--- config.mk ---
export PLATFORM = sky130hd
export DESIGN_NAME = pmp_partition_map
export DESIGN_NICKNAME = d
export VERILOG_FILES = /design/src/shared/pmp_pkg.sv /design/src/rtl/pmp_region_decode.sv /design/src/rtl/pmp_info_rom.sv /design/src/rtl/pmp_partition_map.sv
export VERILOG_INCLUDE_DIRS = /design/src /design/src/shared
export SDC_FILE = /design/constraint.sdc
export NUM_CORES = 1
export LEC_CHECK = 0
export BUFFER_PORTS_ARGS = -buffer_cell sky130_fd_sc_hd__buf_4
export CAP_MARGIN = 20
export CORE_MARGIN = 4
export CORE_UTILIZATION = 40
export CTS_BUF_LIST = sky130_fd_sc_hd__clkbuf_2 sky130_fd_sc_hd__clkbuf_4 sky130_fd_sc_hd__clkbuf_8
export CTS_CLUSTER_SIZE = 24
export DETAILED_ROUTE_END_ITERATION = 12
export GPL_TIMING_DRIVEN = 1
export HOLD_SLACK_MARGIN = 0.12
export PLACE_DENSITY = 0.69
export SLEW_MARGIN = 20
export SYNTH_ARGS = -nofsm -noshare
export SYNTH_HDL_FRONTEND = slang
export SYNTH_HIERARCHICAL = 1
export SYNTH_SLANG_ARGS = --single-unit
--- constraint.sdc ---
create_clock -name aclk -period 3.95 [get_ports aclk]
set_input_delay 0 -clock aclk [delete_from_list [all_inputs] [get_ports aclk]]
set_output_delay 0 -clock aclk [all_outputs]
set_load 0.01 [all_outputs]
--- src/shared/pmp_cfg.svh ---
// Constants for the program memory partition map
`ifndef PMP_CFG_SVH
`define PMP_CFG_SVH
`define PMP_PM_WORDS 4096
`define PMP_RESET_VEC 15'h0000
`define PMP_INT_VEC 15'h0004
`define PMP_PC_ONE 15'h0001
`define PMP_SAF_SPAN 15'h007F
`define PMP_PTR_PM_BIT 7
`define PMP_BB_END_111 15'h01FF
`define PMP_BB_END_110 15'h03FF
`define PMP_BB_END_101 15'h07FF
`define PMP_BB_END_100 15'h0FFF
`define PMP_BB_END_011 15'h1FFF
`define PMP_BB_END_LOW 15'h3FFF
`define PMP_CFG_LO 15'h0007
`define PMP_CFG_HI 15'h000B
`define PMP_DIA_FID_LAST 5'h08
`define PMP_DIA_CID_FIRST 5'h0A
`define PMP_DIA_CID_LAST 5'h11
`define PMP_DIA_REF1X 5'h18
`define PMP_DIA_REF2X 5'h19
`define PMP_DIA_REF4X 5'h1A
`define PMP_OFS_CTRL 8'h00
`define PMP_OFS_STATUS 8'h04
`define PMP_OFS_BOOTEND 8'h08
`define PMP_OFS_PC 8'h0C
`define PMP_DIA_WIN_BIT 7
`define PMP_B_BOOT_BLOCK_SIZE_SEL 0
`define PMP_B_BOOT_EN_N 3
`define PMP_B_SAF_EN_N 4
`define PMP_B_APP_WP_N 7
`define PMP_B_BOOT_WP_N 8
`define PMP_B_CFG_WP_N 9
`define PMP_B_BULK 31
`define PMP_B_WERR 0
`define PMP_B_EXEC 1
`define PMP_BOOT_BLOCK_SIZE_SEL_RST 3'h7
`define PMP_RESP_OKAY 2'h0
`define PMP_RESP_SLVERR 2'h2
`endif

--- src/shared/pmp_pkg.sv ---
// Types for the program memory partition map
package pmp_pkg;
  typedef enum logic [1:0] {
    PMP_IND_IDLE = 2'b01,
    PMP_IND_FETCH = 2'b10
  } pmp_ind_type;

  typedef struct packed {
    logic [14:0] pc;
    logic [14:0] fetch_addr;
    logic [2:0] boot_block_size_sel;
    logic boot_en_n;
    logic saf_en_n;
    logic app_wp_n;
    logic boot_wp_n;
    logic cfg_wp_n;
    logic wr_err;
    logic exec_ok;
    logic viol_rst;
    logic flash_rd;
    logic [14:0] flash_addr;
    logic flash_wr;
    logic [15:0] flash_wr_addr;
    logic [13:0] flash_wdata;
    pmp_ind_type ind;
    logic [7:0] ind_rdata;
    logic ind_done;
    logic ind_stall;
    logic ind_wr_drop;
    logic awok;
    logic awrdy;
    logic [7:0] awaddr;
    logic wok;
    logic wrdy;
    logic [31:0] wdata;
    logic [3:0] wstrb;
    logic bvalid;
    logic [1:0] bresp;
    logic arrdy;
    logic rvalid;
    logic [31:0] rdata;
    logic [1:0] rresp;
  } pmp_state_type;
endpackage

--- src/rtl/pmp_region_decode.sv ---
// Classifies a program address into its partition
`timescale 1ns/10ps
`include "pmp_cfg.svh"
module pmp_region_decode #(
  parameter int PM_WORDS = `PMP_PM_WORDS
) (
  input wire logic [15:0] addr,
  input wire logic [14:0] boot_last,
  input wire logic boot_en_n,
  input wire logic saf_en_n,
  output logic in_app,
  output logic in_boot,
  output logic in_saf,
  output logic in_cfg,
  output logic in_ro
);
  localparam logic [14:0] PM_LAST = 15'(PM_WORDS - 1);
  localparam logic [14:0] SAF_BASE = PM_LAST - `PMP_SAF_SPAN;
  logic user;
  assign user = ~addr[15];
  assign in_saf = user & ~saf_en_n & (addr[14:0] >= SAF_BASE);
  assign in_boot = user & ~boot_en_n & ~in_saf & (addr[14:0] <= boot_last);
  assign in_app = user & ~in_saf & ~in_boot;
  assign in_cfg = addr[15] & (addr[14:0] >= `PMP_CFG_LO) &
                  (addr[14:0] <= `PMP_CFG_HI);
  assign in_ro = addr[15] & ~in_cfg;
endmodule

--- src/rtl/pmp_info_rom.sv ---
// Read-only device information area contents
`timescale 1ns/10ps
`include "pmp_cfg.svh"
module pmp_info_rom #(
  // Arbitrary identifier values
  parameter logic [125:0] FACTORY_ID = {9{14'h1A5C}},
  parameter logic [111:0] CUSTOMER_ID = {8{14'h3FFF}},
  parameter logic [13:0] REF_MV_1X = 14'h0400,
  parameter logic [13:0] REF_MV_2X = 14'h0800,
  parameter logic [13:0] REF_MV_4X = 14'h1000
) (
  input wire logic [4:0] idx,
  output logic [13:0] data
);
  logic [4:0] cid;
  assign cid = idx - `PMP_DIA_CID_FIRST;
  always_comb begin
    data = 14'h0000;
    if (idx <= `PMP_DIA_FID_LAST) begin
      data = FACTORY_ID[14*idx +: 14];
    end else if (idx >= `PMP_DIA_CID_FIRST && idx <= `PMP_DIA_CID_LAST) begin
      data = CUSTOMER_ID[14*cid +: 14];
    end else if (idx == `PMP_DIA_REF1X) begin
      data = REF_MV_1X;
    end else if (idx == `PMP_DIA_REF2X) begin
      data = REF_MV_2X;
    end else if (idx == `PMP_DIA_REF4X) begin
      data = REF_MV_4X;
    end
  end
endmodule

--- src/rtl/pmp_partition_map.sv ---
// Program counter, address wrap, partitions, indirect read, AXI4-Lite
// Contract
// - Program counter is 15 bits, 32K words of 14 bits.
// - Addresses above implemented size wrap into implemented space.
// - Reset starts at 0000h; interrupt entry loads 0004h.
// - Pointer high bit 7 set makes indirect reads use program memory.
// - Indirect move to W returns only the low eight bits.
// - Indirect writes into program memory change nothing.
// - Indirect program memory reads take one extra cycle.
// - Both enables at 1 make all user flash application block.
// - Storage area enable cleared reserves the last 128 words.
// - Fetches from an enabled storage area are invalid execution.
// - Write to protected block is dropped and sets write error.
// - Invalid execution causes violation reset and clears its flag.
// - Enabled boot block spans 0000h to size-selected last address.
// - Application, boot, config each have their own write protect.
// - Information area from 8100h is readable, never writable.
// - Info area holds factory id, reserved, customer id, reserved.
// - Words 8118h to 811Ah hold reference millivolts per gain.
// - Size field selects boot end address, capped at half memory.
// - Size field changes only while boot block disabled; bulk erase resets it to 7 even while the block is enabled.
//
// The implementer's own choices: the register addresses and the AXI4-Lite interface to the registers.
`timescale 1ns/10ps
`include "pmp_cfg.svh"
module pmp_partition_map
  import pmp_pkg::*;
#(
  parameter int PM_WORDS = `PMP_PM_WORDS
) (
  input wire logic aclk,
  input wire logic aresetn,
  input wire logic [7:0] s_axi_awaddr,
  input wire logic s_axi_awvalid,
  output logic s_axi_awready,
  input wire logic [31:0] s_axi_wdata,
  input wire logic [3:0] s_axi_wstrb,
  input wire logic s_axi_wvalid,
  output logic s_axi_wready,
  output logic [1:0] s_axi_bresp,
  output logic s_axi_bvalid,
  input wire logic s_axi_bready,
  input wire logic [7:0] s_axi_araddr,
  input wire logic s_axi_arvalid,
  output logic s_axi_arready,
  output logic [31:0] s_axi_rdata,
  output logic [1:0] s_axi_rresp,
  output logic s_axi_rvalid,
  input wire logic s_axi_rready,
  input wire logic pc_step,
  input wire logic pc_jump,
  input wire logic [14:0] pc_jump_addr,
  input wire logic int_entry,
  input wire logic fetch_exec,
  output logic [14:0] prog_counter,
  output logic [14:0] fetch_addr,
  output logic exec_violation_reset,
  output logic exec_violation_flag,
  input wire logic ind_req,
  input wire logic ind_write,
  input wire logic [7:0] indirect_pointer_high,
  input wire logic [7:0] indirect_pointer_low,
  output logic [7:0] ind_rdata,
  output logic ind_done,
  output logic ind_stall,
  output logic ind_write_dropped,
  input wire logic nvm_wr_req,
  input wire logic [15:0] nvm_wr_addr,
  input wire logic [13:0] nvm_wr_data,
  output logic nvm_write_error_flag,
  output logic flash_rd_en,
  output logic [14:0] flash_rd_addr,
  input wire logic [13:0] flash_rdata,
  output logic flash_wr_en,
  output logic [15:0] flash_wr_addr,
  output logic [13:0] flash_wr_data
);
  localparam logic [14:0] PM_MASK = 15'(PM_WORDS - 1);
  localparam logic [14:0] BOOT_CAP = 15'(PM_WORDS / 2 - 1);

  if (PM_WORDS != 2048 && PM_WORDS != 4096) begin : g_bad_size
    $error("PM_WORDS must be 2048 or 4096");
  end

  pmp_state_type q;
  pmp_state_type d;
  logic [14:0] boot_last;
  logic [15:0] w_addr;
  logic w_app, w_boot, w_cfg, w_ro;
  logic f_saf;
  logic w_reject;
  logic [13:0] info_data;
  logic [31:0] ctrl_rd;
  logic [31:0] stat_rd;

  always_comb begin
    case (q.boot_block_size_sel)
      3'h7: boot_last = `PMP_BB_END_111;
      3'h6: boot_last = `PMP_BB_END_110;
      3'h5: boot_last = `PMP_BB_END_101;
      3'h4: boot_last = `PMP_BB_END_100;
      3'h3: boot_last = `PMP_BB_END_011;
      default: boot_last = `PMP_BB_END_LOW;
    endcase
    if (boot_last > BOOT_CAP) begin
      boot_last = BOOT_CAP;
    end
  end

  assign w_addr = nvm_wr_addr[15] ? nvm_wr_addr :
                  {1'b0, nvm_wr_addr[14:0] & PM_MASK};

  pmp_region_decode #(.PM_WORDS(PM_WORDS)) u_wr_decode (
    .addr(w_addr),
    .boot_last(boot_last),
    .boot_en_n(q.boot_en_n),
    .saf_en_n(q.saf_en_n),
    .in_app(w_app),
    .in_boot(w_boot),
    .in_saf(),
    .in_cfg(w_cfg),
    .in_ro(w_ro)
  );

  pmp_region_decode #(.PM_WORDS(PM_WORDS)) u_fetch_decode (
    .addr({1'b0, q.fetch_addr}),
    .boot_last(boot_last),
    .boot_en_n(q.boot_en_n),
    .saf_en_n(q.saf_en_n),
    .in_app(),
    .in_boot(),
    .in_saf(f_saf),
    .in_cfg(),
    .in_ro()
  );

  pmp_info_rom u_info (
    .idx(s_axi_araddr[6:2]),
    .data(info_data)
  );

  assign w_reject = (w_app & ~q.app_wp_n) | (w_boot & ~q.boot_wp_n) |
                    (w_cfg & ~q.cfg_wp_n) | w_ro;

  always_comb begin
    ctrl_rd = 32'h00000000;
    ctrl_rd[`PMP_B_BOOT_BLOCK_SIZE_SEL +: 3] = q.boot_block_size_sel;
    ctrl_rd[`PMP_B_BOOT_EN_N] = q.boot_en_n;
    ctrl_rd[`PMP_B_SAF_EN_N] = q.saf_en_n;
    ctrl_rd[`PMP_B_APP_WP_N] = q.app_wp_n;
    ctrl_rd[`PMP_B_BOOT_WP_N] = q.boot_wp_n;
    ctrl_rd[`PMP_B_CFG_WP_N] = q.cfg_wp_n;
    stat_rd = 32'h00000000;
    stat_rd[`PMP_B_WERR] = q.wr_err;
    stat_rd[`PMP_B_EXEC] = q.exec_ok;
  end

  always_comb begin
    d = q;
    d.flash_rd = 1'b0;
    d.flash_wr = 1'b0;
    d.ind_done = 1'b0;
    d.ind_wr_drop = 1'b0;
    d.viol_rst = 1'b0;

    if (int_entry) begin
      d.pc = `PMP_INT_VEC;
    end else if (pc_jump) begin
      d.pc = pc_jump_addr;
    end else if (pc_step) begin
      d.pc = q.pc + `PMP_PC_ONE;
    end
    if (fetch_exec && f_saf) begin
      d.viol_rst = 1'b1;
      d.pc = `PMP_RESET_VEC;
    end
    d.fetch_addr = d.pc & PM_MASK;

    case (q.ind)
      PMP_IND_IDLE: begin
        if (ind_req && indirect_pointer_high[`PMP_PTR_PM_BIT]) begin
          if (ind_write) begin
            d.ind_wr_drop = 1'b1;
          end else begin
            d.flash_rd = 1'b1;
            d.flash_addr = {indirect_pointer_high[6:0],
                            indirect_pointer_low} & PM_MASK;
            d.ind_stall = 1'b1;
            d.ind = PMP_IND_FETCH;
          end
        end
      end
      PMP_IND_FETCH: begin
        d.ind_rdata = flash_rdata[7:0];
        d.ind_done = 1'b1;
        d.ind_stall = 1'b0;
        d.ind = PMP_IND_IDLE;
      end
      default: begin
        d.ind_stall = 1'b0;
        d.ind = PMP_IND_IDLE;
      end
    endcase

    // Write address and data may arrive in either order
    if (q.bvalid && s_axi_bready) begin
      d.bvalid = 1'b0;
    end
    if (s_axi_awvalid && q.awrdy) begin
      d.awok = 1'b1;
      d.awaddr = s_axi_awaddr;
    end
    if (s_axi_wvalid && q.wrdy) begin
      d.wok = 1'b1;
      d.wdata = s_axi_wdata;
      d.wstrb = s_axi_wstrb;
    end
    if (d.awok && d.wok && !d.bvalid) begin
      d.awok = 1'b0;
      d.wok = 1'b0;
      d.bvalid = 1'b1;
      d.bresp = `PMP_RESP_OKAY;
      case (d.awaddr)
        `PMP_OFS_CTRL: begin
          if (d.wstrb[0]) begin
            if (q.boot_en_n) begin
              d.boot_block_size_sel = d.wdata[`PMP_B_BOOT_BLOCK_SIZE_SEL +: 3];
            end
            d.boot_en_n = d.wdata[`PMP_B_BOOT_EN_N];
            d.saf_en_n = d.wdata[`PMP_B_SAF_EN_N];
            // Protection only clears; bulk erase restores it
            d.app_wp_n = q.app_wp_n & d.wdata[`PMP_B_APP_WP_N];
          end
          if (d.wstrb[1]) begin
            d.boot_wp_n = q.boot_wp_n & d.wdata[`PMP_B_BOOT_WP_N];
            d.cfg_wp_n = q.cfg_wp_n & d.wdata[`PMP_B_CFG_WP_N];
          end
          if (d.wstrb[3] && d.wdata[`PMP_B_BULK]) begin
            d.boot_block_size_sel = `PMP_BOOT_BLOCK_SIZE_SEL_RST;
            d.boot_en_n = 1'b1;
            d.saf_en_n = 1'b1;
            d.app_wp_n = 1'b1;
            d.boot_wp_n = 1'b1;
            d.cfg_wp_n = 1'b1;
          end
        end
        `PMP_OFS_STATUS: begin
          if (d.wstrb[0] && d.wdata[`PMP_B_WERR]) begin
            d.wr_err = 1'b0;
          end
          if (d.wstrb[0] && d.wdata[`PMP_B_EXEC]) begin
            d.exec_ok = 1'b1;
          end
        end
        `PMP_OFS_BOOTEND, `PMP_OFS_PC: begin
          d.bresp = `PMP_RESP_OKAY;
        end
        default: begin
          // Writes into the info window also land here
          d.bresp = `PMP_RESP_SLVERR;
        end
      endcase
    end
    d.awrdy = ~d.awok;
    d.wrdy = ~d.wok;

    if (q.rvalid && s_axi_rready) begin
      d.rvalid = 1'b0;
    end
    if (s_axi_arvalid && q.arrdy) begin
      d.rvalid = 1'b1;
      d.rresp = `PMP_RESP_OKAY;
      d.rdata = 32'h00000000;
      if (s_axi_araddr[`PMP_DIA_WIN_BIT]) begin
        d.rdata = {18'h00000, info_data};
      end else begin
        case (s_axi_araddr)
          `PMP_OFS_CTRL: d.rdata = ctrl_rd;
          `PMP_OFS_STATUS: d.rdata = stat_rd;
          `PMP_OFS_BOOTEND: d.rdata = {17'h00000, boot_last};
          `PMP_OFS_PC: d.rdata = {17'h00000, q.pc};
          default: d.rresp = `PMP_RESP_SLVERR;
        endcase
      end
    end
    d.arrdy = ~d.rvalid;

    if (nvm_wr_req) begin
      if (w_reject) begin
        // dropped, error set wins over clear
        d.wr_err = 1'b1;
      end else begin
        d.flash_wr = 1'b1;
        d.flash_wr_addr = w_addr;
        d.flash_wdata = nvm_wr_data;
      end
    end
    if (fetch_exec && f_saf) begin
      d.exec_ok = 1'b0;
    end
  end

  always_ff @(posedge aclk) begin
    if (!aresetn) begin
      q <= '0;
      q.pc <= `PMP_RESET_VEC;
      q.fetch_addr <= `PMP_RESET_VEC;
      q.boot_block_size_sel <= `PMP_BOOT_BLOCK_SIZE_SEL_RST;
      q.boot_en_n <= 1'b1;
      q.saf_en_n <= 1'b1;
      q.app_wp_n <= 1'b1;
      q.boot_wp_n <= 1'b1;
      q.cfg_wp_n <= 1'b1;
      q.exec_ok <= 1'b1;
      q.ind <= PMP_IND_IDLE;
      q.awrdy <= 1'b1;
      q.wrdy <= 1'b1;
      q.arrdy <= 1'b1;
    end else begin
      q <= d;
    end
  end

  assign s_axi_awready = q.awrdy;
  assign s_axi_wready = q.wrdy;
  assign s_axi_bresp = q.bresp;
  assign s_axi_bvalid = q.bvalid;
  assign s_axi_arready = q.arrdy;
  assign s_axi_rdata = q.rdata;
  assign s_axi_rresp = q.rresp;
  assign s_axi_rvalid = q.rvalid;
  assign prog_counter = q.pc;
  assign fetch_addr = q.fetch_addr;
  assign exec_violation_reset = q.viol_rst;
  assign exec_violation_flag = q.exec_ok;
  assign ind_rdata = q.ind_rdata;
  assign ind_done = q.ind_done;
  assign ind_stall = q.ind_stall;
  assign ind_write_dropped = q.ind_wr_drop;
  assign nvm_write_error_flag = q.wr_err;
  assign flash_rd_en = q.flash_rd;
  assign flash_rd_addr = q.flash_addr;
  assign flash_wr_en = q.flash_wr;
  assign flash_wr_addr = q.flash_wr_addr;
  assign flash_wr_data = q.flash_wdata;
endmodule

# Word level (Yosys, flattened, before mapping)
# Index checks and enable logic that the tools add are counted.
[classes]
bitwise = 35
n_mul = 2
n_mux = 44
n_shift = 2
addsub = 2
reduce_logical = 36
eq_ne = 16
order_cmp = 9
[ops]
columns = ["op", "n"]
rows = [
  ["126-bit by 10-bit indexed part select with 14-bit output (first input constant)", 1],
  ["112-bit by 10-bit indexed part select with 14-bit output (first input constant)", 1],
  ["15-bit 2-to-1 mux", 5],
  ["14-bit one-hot mux with 5 select lines", 1],
  ["15-bit one-hot mux with 4 select lines", 1],
  ["14-bit 2-to-1 mux", 4],
  ["36-bit 2-to-1 mux", 1],
  ["35-bit 2-to-1 mux", 1],
  ["8-bit by 4-bit == test with 1-bit output (second input constant)", 4],
  ["16-bit 2-to-1 mux", 2],
  ["32-bit 2-to-1 mux", 1],
  ["31-bit 2-to-1 mux", 1],
  ["15-bit by 12-bit greater-or-equal comparator with 1-bit output (second input constant)", 2],
  ["8-bit 2-to-1 mux", 3],
  ["1-bit AND", 17],
  ["8-bit by 3-bit == test with 1-bit output (second input constant)", 2],
  ["8-bit zero test", 2],
  ["3-bit by 5-bit multiplier with 8-bit output (first input constant)", 2],
  ["15-bit by 1-bit adder with 15-bit output (second input constant)", 1],
  ["5-bit == test (second input constant)", 3],
  ["15-bit by 3-bit greater-or-equal comparator with 1-bit output (second input constant)", 1],
  ["15-bit by 11-bit greater-than comparator with 1-bit output (second input constant)", 1],
  ["15-bit less-or-equal comparator", 1],
  ["15-bit by 4-bit less-or-equal comparator with 1-bit output (second input constant)", 1],
  ["25 further kinds", 87],
]
[word_totals]
word_cells = 183
reg_bits = 173
out_inout_bits = 132
in_bits = 141

# Longest topological paths before layout
# Gate-level depths: netlist (run 1).
[depth]
ltp_word = 15
depth_mapped = 13

# By module
# The synthesis (run 1) kept the hierarchy.
[modules_own_cells]
columns = ["module", "n_inst", "area_each_um2", "cells_each"]
rows = [
  ["pmp_partition_map", 1, 6226.0, 718],
  ["pmp_region_decode", 2, 509.2, 69],
  ["pmp_info_rom", 1, 161.4, 26],
]

# Worst setup path before layout (run 1)
# Ideal clock, no wire load.
[synth_timing]
kind = "register to register"
startpoint = "register q, in the netlist ctrl_rd[1]"
endpoint = "register q, in the netlist flash_wr_addr[0]"
n_path_buf = 1
setup_slack_ns = 1.126
t_arrival_ns = 2.749
path_stages_with_launch = 13
cell_sequence = "dfxtp_1 nand3_1 inv_1 ha_1 nand4_1 or4_4 o211ai_1 o21ba_1 a2111oi_0 and2_1 buf_2 nand2_1 a21boi_0"
[synth_between]
elab_chain_len = 14
elab_cells_between_ends = 19
[synth_rtl]
columns = ["item", "line_no", "rtl"]
rows = [
  ["start, declared", "pmp_partition_map.sv:85", "pmp_state_type q;"],
  ["3-bit by 2-bit == test with 1-bit output or 3-bit == test (tied branches)", "pmp_partition_map.sv:97", "case (q.boot_block_size_sel)"],
  ["14-bit one-hot mux with 5 select lines (*)", "pmp_partition_map.sv:97", ""],
  ["15-bit by 11-bit greater-than comparator with 1-bit output", "pmp_partition_map.sv:105", "if (boot_last > BOOT_CAP) begin"],
  ["15-bit 2-to-1 mux (*)", "pmp_partition_map.sv:105", ""],
  ["net boot_last[9]", "pmp_partition_map.sv:87", "logic [14:0] boot_last;"],
  ["15-bit less-or-equal comparator (*)", "pmp_region_decode.sv:22", "assign in_boot = user & ~boot_en_n & ~in_saf & (addr[14:0] <= boot_last);"],
  ["1-bit AND (*)", "pmp_region_decode.sv:22", ""],
  ["1-bit inverter (*)", "pmp_region_decode.sv:23", "assign in_app = user & ~in_saf & ~in_boot;"],
  ["1-bit AND (*)", "pmp_region_decode.sv:23", ""],
  ["net w_app", "pmp_partition_map.sv:89", "logic w_app, w_boot, w_cfg, w_ro;"],
  ["1-bit AND (*)", "pmp_partition_map.sv:142", "assign w_reject = (w_app & ~q.app_wp_n) | (w_boot & ~q.boot_wp_n) |"],
  ["1-bit OR (*) (2 in series)", "pmp_partition_map.sv:142", ""],
  ["1-bit OR (*)", "pmp_partition_map.sv:143", "(w_cfg & ~q.cfg_wp_n) | w_ro;"],
  ["1-bit inverter (no source line) (*)", "--", ""],
  ["2-bit AND reduction (no source line) (*)", "--", ""],
]
# The timed path passes the listed nets; every way through them passes the cells marked *.
# A chain may end at the register's enable or synchronous reset.

# Final worst setup path (run 1)
[layout_timing]
startpoint = "register q, in the netlist ctrl_rd[1]"
endpoint = "register q, in the netlist flash_wr_data[7]"
# Same word-level chain as after synthesis.

==> impl_metrics.toml, run 1 <==
[status]
outcome = "finished, final reports clean"

[finish]
fin_nets = 1232
finalNonFillerCells = 1308
multi_input_comb_area_sq_mm = 0.00328
final_cell_mix = "buf_4 (218), dlygate4sd3_1 (145), nand2_1 (132)"
area_growth_pct = 40.6
nFillCells = 1453
final_common_cell = "buf_4"
antenna_cells = 0
drive_gt1_frac = 0.252
seq_area_sq_mm = 0.00252
postLayoutCoreUtil = 0.580
fin_area_sq_mm = 0.00972

[clock_tree]
cts_tree = "yes"
postCtsHoldBufs = 145
cts_buffers = 17
cts_resized = 0
cts.sinks = 126
worstSkewPairLatency_ns = 0.45
clk_pin_slew_ns = 0.08
post_cts_buffers = 0
cts_htree_levels = 4
cts-root-buf = "clkbuf_8"
clk_path_buf_depth = 2

[global_routing]
grt_pass1_wl_mm = 31.2
globalRouteTotalUtil = 0.197
antenna_found_initial = 0
gr-total-overflow = 0
grt_max_degree = 105
first_global_vias = 6261

[floorplan]
die_h_um = 139
start_util = 0.413
io_pins = 273
dieArea_sq_mm = 0.0195
fp.dieW_um = 139
core_sq_mm = 0.0168
rows = 47

[placement]
dpl.hpwl_mm = 12.8
io_buffers = 214
gp_congestion = 0.857
numPlacedInstances = 1131
placed_area_sq_mm = 0.00784

[route]
drc = 0
vias_per_cell = 4.78
vias = 6247
dr.pass1.iters = 5
drtIter0Drc = 242
wl_per_cell_um = 15.0
drtAntennaViolNets = 0
routed_wirelength_mm = 19.6

[setup_path]
worstPathArrival_ns = 3.84
start_kind = "register"
crit_path_max_fanout = 30
critical_path_class = "reg -> reg"
required_ns = 4.32
end_kind = "register"
ff2ff_path_depth = 12

[timing]
rsz0062_at_grt = "false"
worst_pin_slew_ns = 0.949
min_period_ns = 3.47
maxSlewViolCount = 0
finalCritPeriodShare = 0.880
fmaxAchievable_mhz = 288
tns_ns = 0
slew_headroom = 0.367
final-hold-violation-count = 0
clock_skew_ns = 0.0108
setup_viol = 0

[job]
maxCapViolCount = 0

[pwr]
p_leak_nw = 4.34
vdd_drop_max_mv = 0.190
p_per_area_mw_per_mm2 = 328

[yosys]
syn_area_sq_mm = 0.00692
yosys_warnings = 6
synthCells = 816
syn_avg_cell_area_sq_um = 8.47

[min_path]
hold_depth = 6
hold_class = "in -> reg"
[worst max-delay path, stage by stage (launching register included)]
cell       delay (ns)
dfxtp_1          0.36
nand3_1          0.14
inv_1            0.07
ha_1             0.29
nand4_1          0.14
or4_4            0.53
o211ai_1         0.10
o21ba_1          0.16
a2111oi_0        0.78
and2_1           0.22
buf_4            0.31
nand2_1          0.10
a21boi_0         0.18
[power by group]
| group | total, mW | switching, mW | internal, mW |
|---|---|---|---|
| Combinational | 0.598 | 0.270 | 0.328 |
| Sequential | 1.38 | 0.0449 | 1.33 |
| Clock | 1.22 | 0.547 | 0.669 |
| Total | 3.19 | 0.862 | 2.33 |
[per-stage QoR]
step	hold WS [ns]	power (mW)	setup WS, ns
4_1_cts	0.124	3.22	0.504
2_1_floorplan	0.114	1.73	1.15
3_5_place_dp	0.235	1.87	0.522
3_3_place_gp	0.226	1.87	0.640
5_1_grt	0.198	3.34	0.285
6_report	0.163	3.19	0.476
[registers in the layout (all words and copies together), names as in the netlist, 8 cells and up]
signal         cells
ctrl_rd            8
flash_rd_addr     12
flash_wr_addr     16
flash_wr_data     14
ind_rdata          8
prog_counter      15
q                 24
s_axi_rdata       15
[path summary, 6_finish.rpt]
| check | start | to | slack (ns) |
|---|---|---|---|
| hold / removal | s_axi_araddr[0] | s_axi_rresp[1]$_SDFFE_PN0P_ | 0.16 |
| hold reg to reg | flash_wr_addr[12]$_SDFFE_PN0P_ | flash_wr_addr[12]$_SDFFE_PN0P_ | 0.46 |
| setup / recovery | ctrl_rd[1]$_SDFFE_PN1P_ | flash_wr_data[7]$_SDFFE_PN0P_ | 0.48 |
| setup reg to reg | ctrl_rd[1]$_SDFFE_PN1P_ | flash_wr_data[7]$_SDFFE_PN0P_ | 0.48 |
[metal layers]
layer,global-route usage,share of wire,routed length [um]
met1,0.231,0.43,8350
met4,0.0685,0.015,291
met2,0.349,0.51,9920
met3,0.0491,0.054,1070
met5,0,0,0
[layout make-up]
type,instances,share of cell area
repair buffers,363,0.318
inverters,33,0.0127
clock inverters,12,0.0166
well taps,220,0.0283
flip-flops and latches,126,0.259
multi-input cells,534,0.337
clock buffers,20,0.0277
(Power assumes the default switching activity.)
==> run 2, diff against run 1 <==
--- a/config.mk
+++ b/config.mk
@@ -16,6 +16,7 @@
 export GPL_TIMING_DRIVEN = 1
 export HOLD_SLACK_MARGIN = 0.12
 export PLACE_DENSITY = 0.69
+export REMOVE_ABC_BUFFERS = 1
 export SLEW_MARGIN = 20
 export SYNTH_ARGS = -nofsm -noshare
 export SYNTH_HDL_FRONTEND = slang
==> impl_metrics.toml, run 2 (synthesized netlist as in run 1, its figures left out) <==
[setup_path]
critical_path_class = "in -> reg"
start_kind = "input port"
required_ns = 4.35
end_kind = "register"
crit_path_max_fanout = 30
worstPathArrival_ns = 3.99

[clock_tree]
post_cts_buffers = 0
cts_buffers = 17
cts-root-buf = "clkbuf_8"
cts.sinks = 126
clk_pin_slew_ns = 0.08
clk_path_buf_depth = 2
cts_tree = "yes"
cts_htree_levels = 4
worstSkewPairLatency_ns = 0.45

[pwr]
p_int_mw = 2.25
finalPower_mw = 3.10
p_sw_mw = 0.847
vdd_drop_max_mv = 0.189
power_frac_seq = 0.443
combinationalPowerShare = 0.192
p_leak_nw = 4.31
switching_share = 0.273
p_per_area_mw_per_mm2 = 320
clockPowerShare = 0.365

[min_path]
hold_class = "in -> reg"

[timing]
finalCritPeriodShare = 0.910
setup_viol = 0
slew_headroom = 0.385
fmaxAchievable_mhz = 278
tns_ns = 0
layout_setup_ws_ns = 0.355
min_period_ns = 3.60
clock_skew_ns = 0.0137
worst_pin_slew_ns = 0.923
maxSlewViolCount = 0
rsz0062_at_grt = "false"
final-hold-violation-count = 0

[route]
drtAntennaViolNets = 0
drc = 0
vias = 6191
drtIter0Drc = 249
wl_per_cell_um = 14.4
dr.pass1.iters = 5
vias_per_cell = 4.73
routed_wirelength_mm = 18.8

[finish]
final_cell_mix = "buf_4 (217), dlygate4sd3_1 (145), nand2_1 (132)"
postLayoutCoreUtil = 0.578
final_common_cell = "buf_4"
fin_nets = 1231
largest_register_ffs = 24
area_growth_pct = 40.2
largest-register = "q"
drive_gt1_frac = 0.252

[global_routing]
grt_use_met2 = 0.323
antenna_found_initial = 0
met3_usage = 0.0580
grtUsageMet1 = 0.226
grt_max_degree = 106
grt_pass1_wl_mm = 30.5
first_global_vias = 6192
grt.busiest_layer = "met2"
globalRouteTotalUtil = 0.190
gr-total-overflow = 0

[floorplan]
fp.dieW_um = 139
dieArea_sq_mm = 0.0195
core_sq_mm = 0.0168
die_h_um = 139
rows = 47
start_util = 0.413
io_pins = 273

[placement]
place_ws_ns = 0.532
gp_congestion = 0.826
io_buffers = 214
dpl.hpwl_mm = 12.5

[status]
outcome = "finished, final reports clean"

[job]
maxCapViolCount = 0
-- run 2: routing by layer --
layer / wire, um / part of all wire / vias up
met1: 8030 / 0.43 / 2835
met3: 1300 / 0.069 / 34
met4: 350 / 0.019 / 0
met5: 0 / 0 / -
li1: - / - / 3119
met2: 9110 / 0.48 / 203
-- run 2: final cells by class --
| type | count | area (sq um) |
|---|---|---|
| Timing Repair Buffer | 362 | 3080 |
| Clock inverter | 13 | 140 |
| Antenna cell | 1 | 2.50 |
| Multi-Input combinational cell | 534 | 3290 |
| Sequential cell | 126 | 2520 |
| Fill cell | 1473 | 7070 |
| Clock buffer | 19 | 262 |
| Inverter | 33 | 124 |
| Tap cell | 220 | 275 |
-- run 2: power groups by stage --
stage / registers (mW) / logic (mW) / clock network (mW)
after floorplan: 1.42 / 0.206 / 0
after global placement: 1.40 / 0.464 / 0
after detailed placement: 1.40 / 0.468 / 0
after CTS: 1.37 / 0.586 / 1.17
after global routing: 1.38 / 0.651 / 1.22
final: 1.37 / 0.594 / 1.13
-- run 2: final timing paths --
path / startpoint / end / slack, ns / cells past startpoint
worst max-delay path: nvm_wr_addr[15] / flash_wr_addr[5]$_SDFFE_PN0P_ / 0.35 / 14
worst min-delay path: s_axi_araddr[0] / s_axi_rresp[1]$_SDFFE_PN0P_ / 0.15 / 6
worst max register to register: ctrl_rd[2]$_SDFFE_PN1P_ / flash_wr_addr[5]$_SDFFE_PN0P_ / 0.40 / 13
worst min register to register: flash_wr_addr[13]$_SDFFE_PN0P_ / flash_wr_addr[13]$_SDFFE_PN0P_ / 0.45 / 2
-- run 2: timing repair --
action | 4_1_cts | 5_1_grt
hold buffers | 145 | 0
endpoints found under the hold margin | 123 | 0
gates resized for setup | 0 | 2
endpoints found under the setup margin | 0 | 1
-- run 2: stage by stage --
step	hold slack, ns	cell area (sq um)	instances
2_1_floorplan	0.0762	5930	693
3_3_place_gp	0.232	7830	1130
3_5_place_dp	0.241	7830	1130
4_1_cts	0.120	9680	1307
5_1_grt	0.175	9690	1307
6_report	0.153	9690	1308
-- run 2: critical path, cell delays in order --
cell and delay [ns]:
dlygate4sd3_1 0.55, buf_4 0.16, and2_1 0.17, ha_1 0.32, nand4_1 0.16, or4_4 0.60
o211ai_1 0.10, o21ba_1 0.17, a2111oi_2 0.48, and2_1 0.19, buf_4 0.32, nand2_1 0.10
a21boi_1 0.12, dlygate4sd3_1 0.55
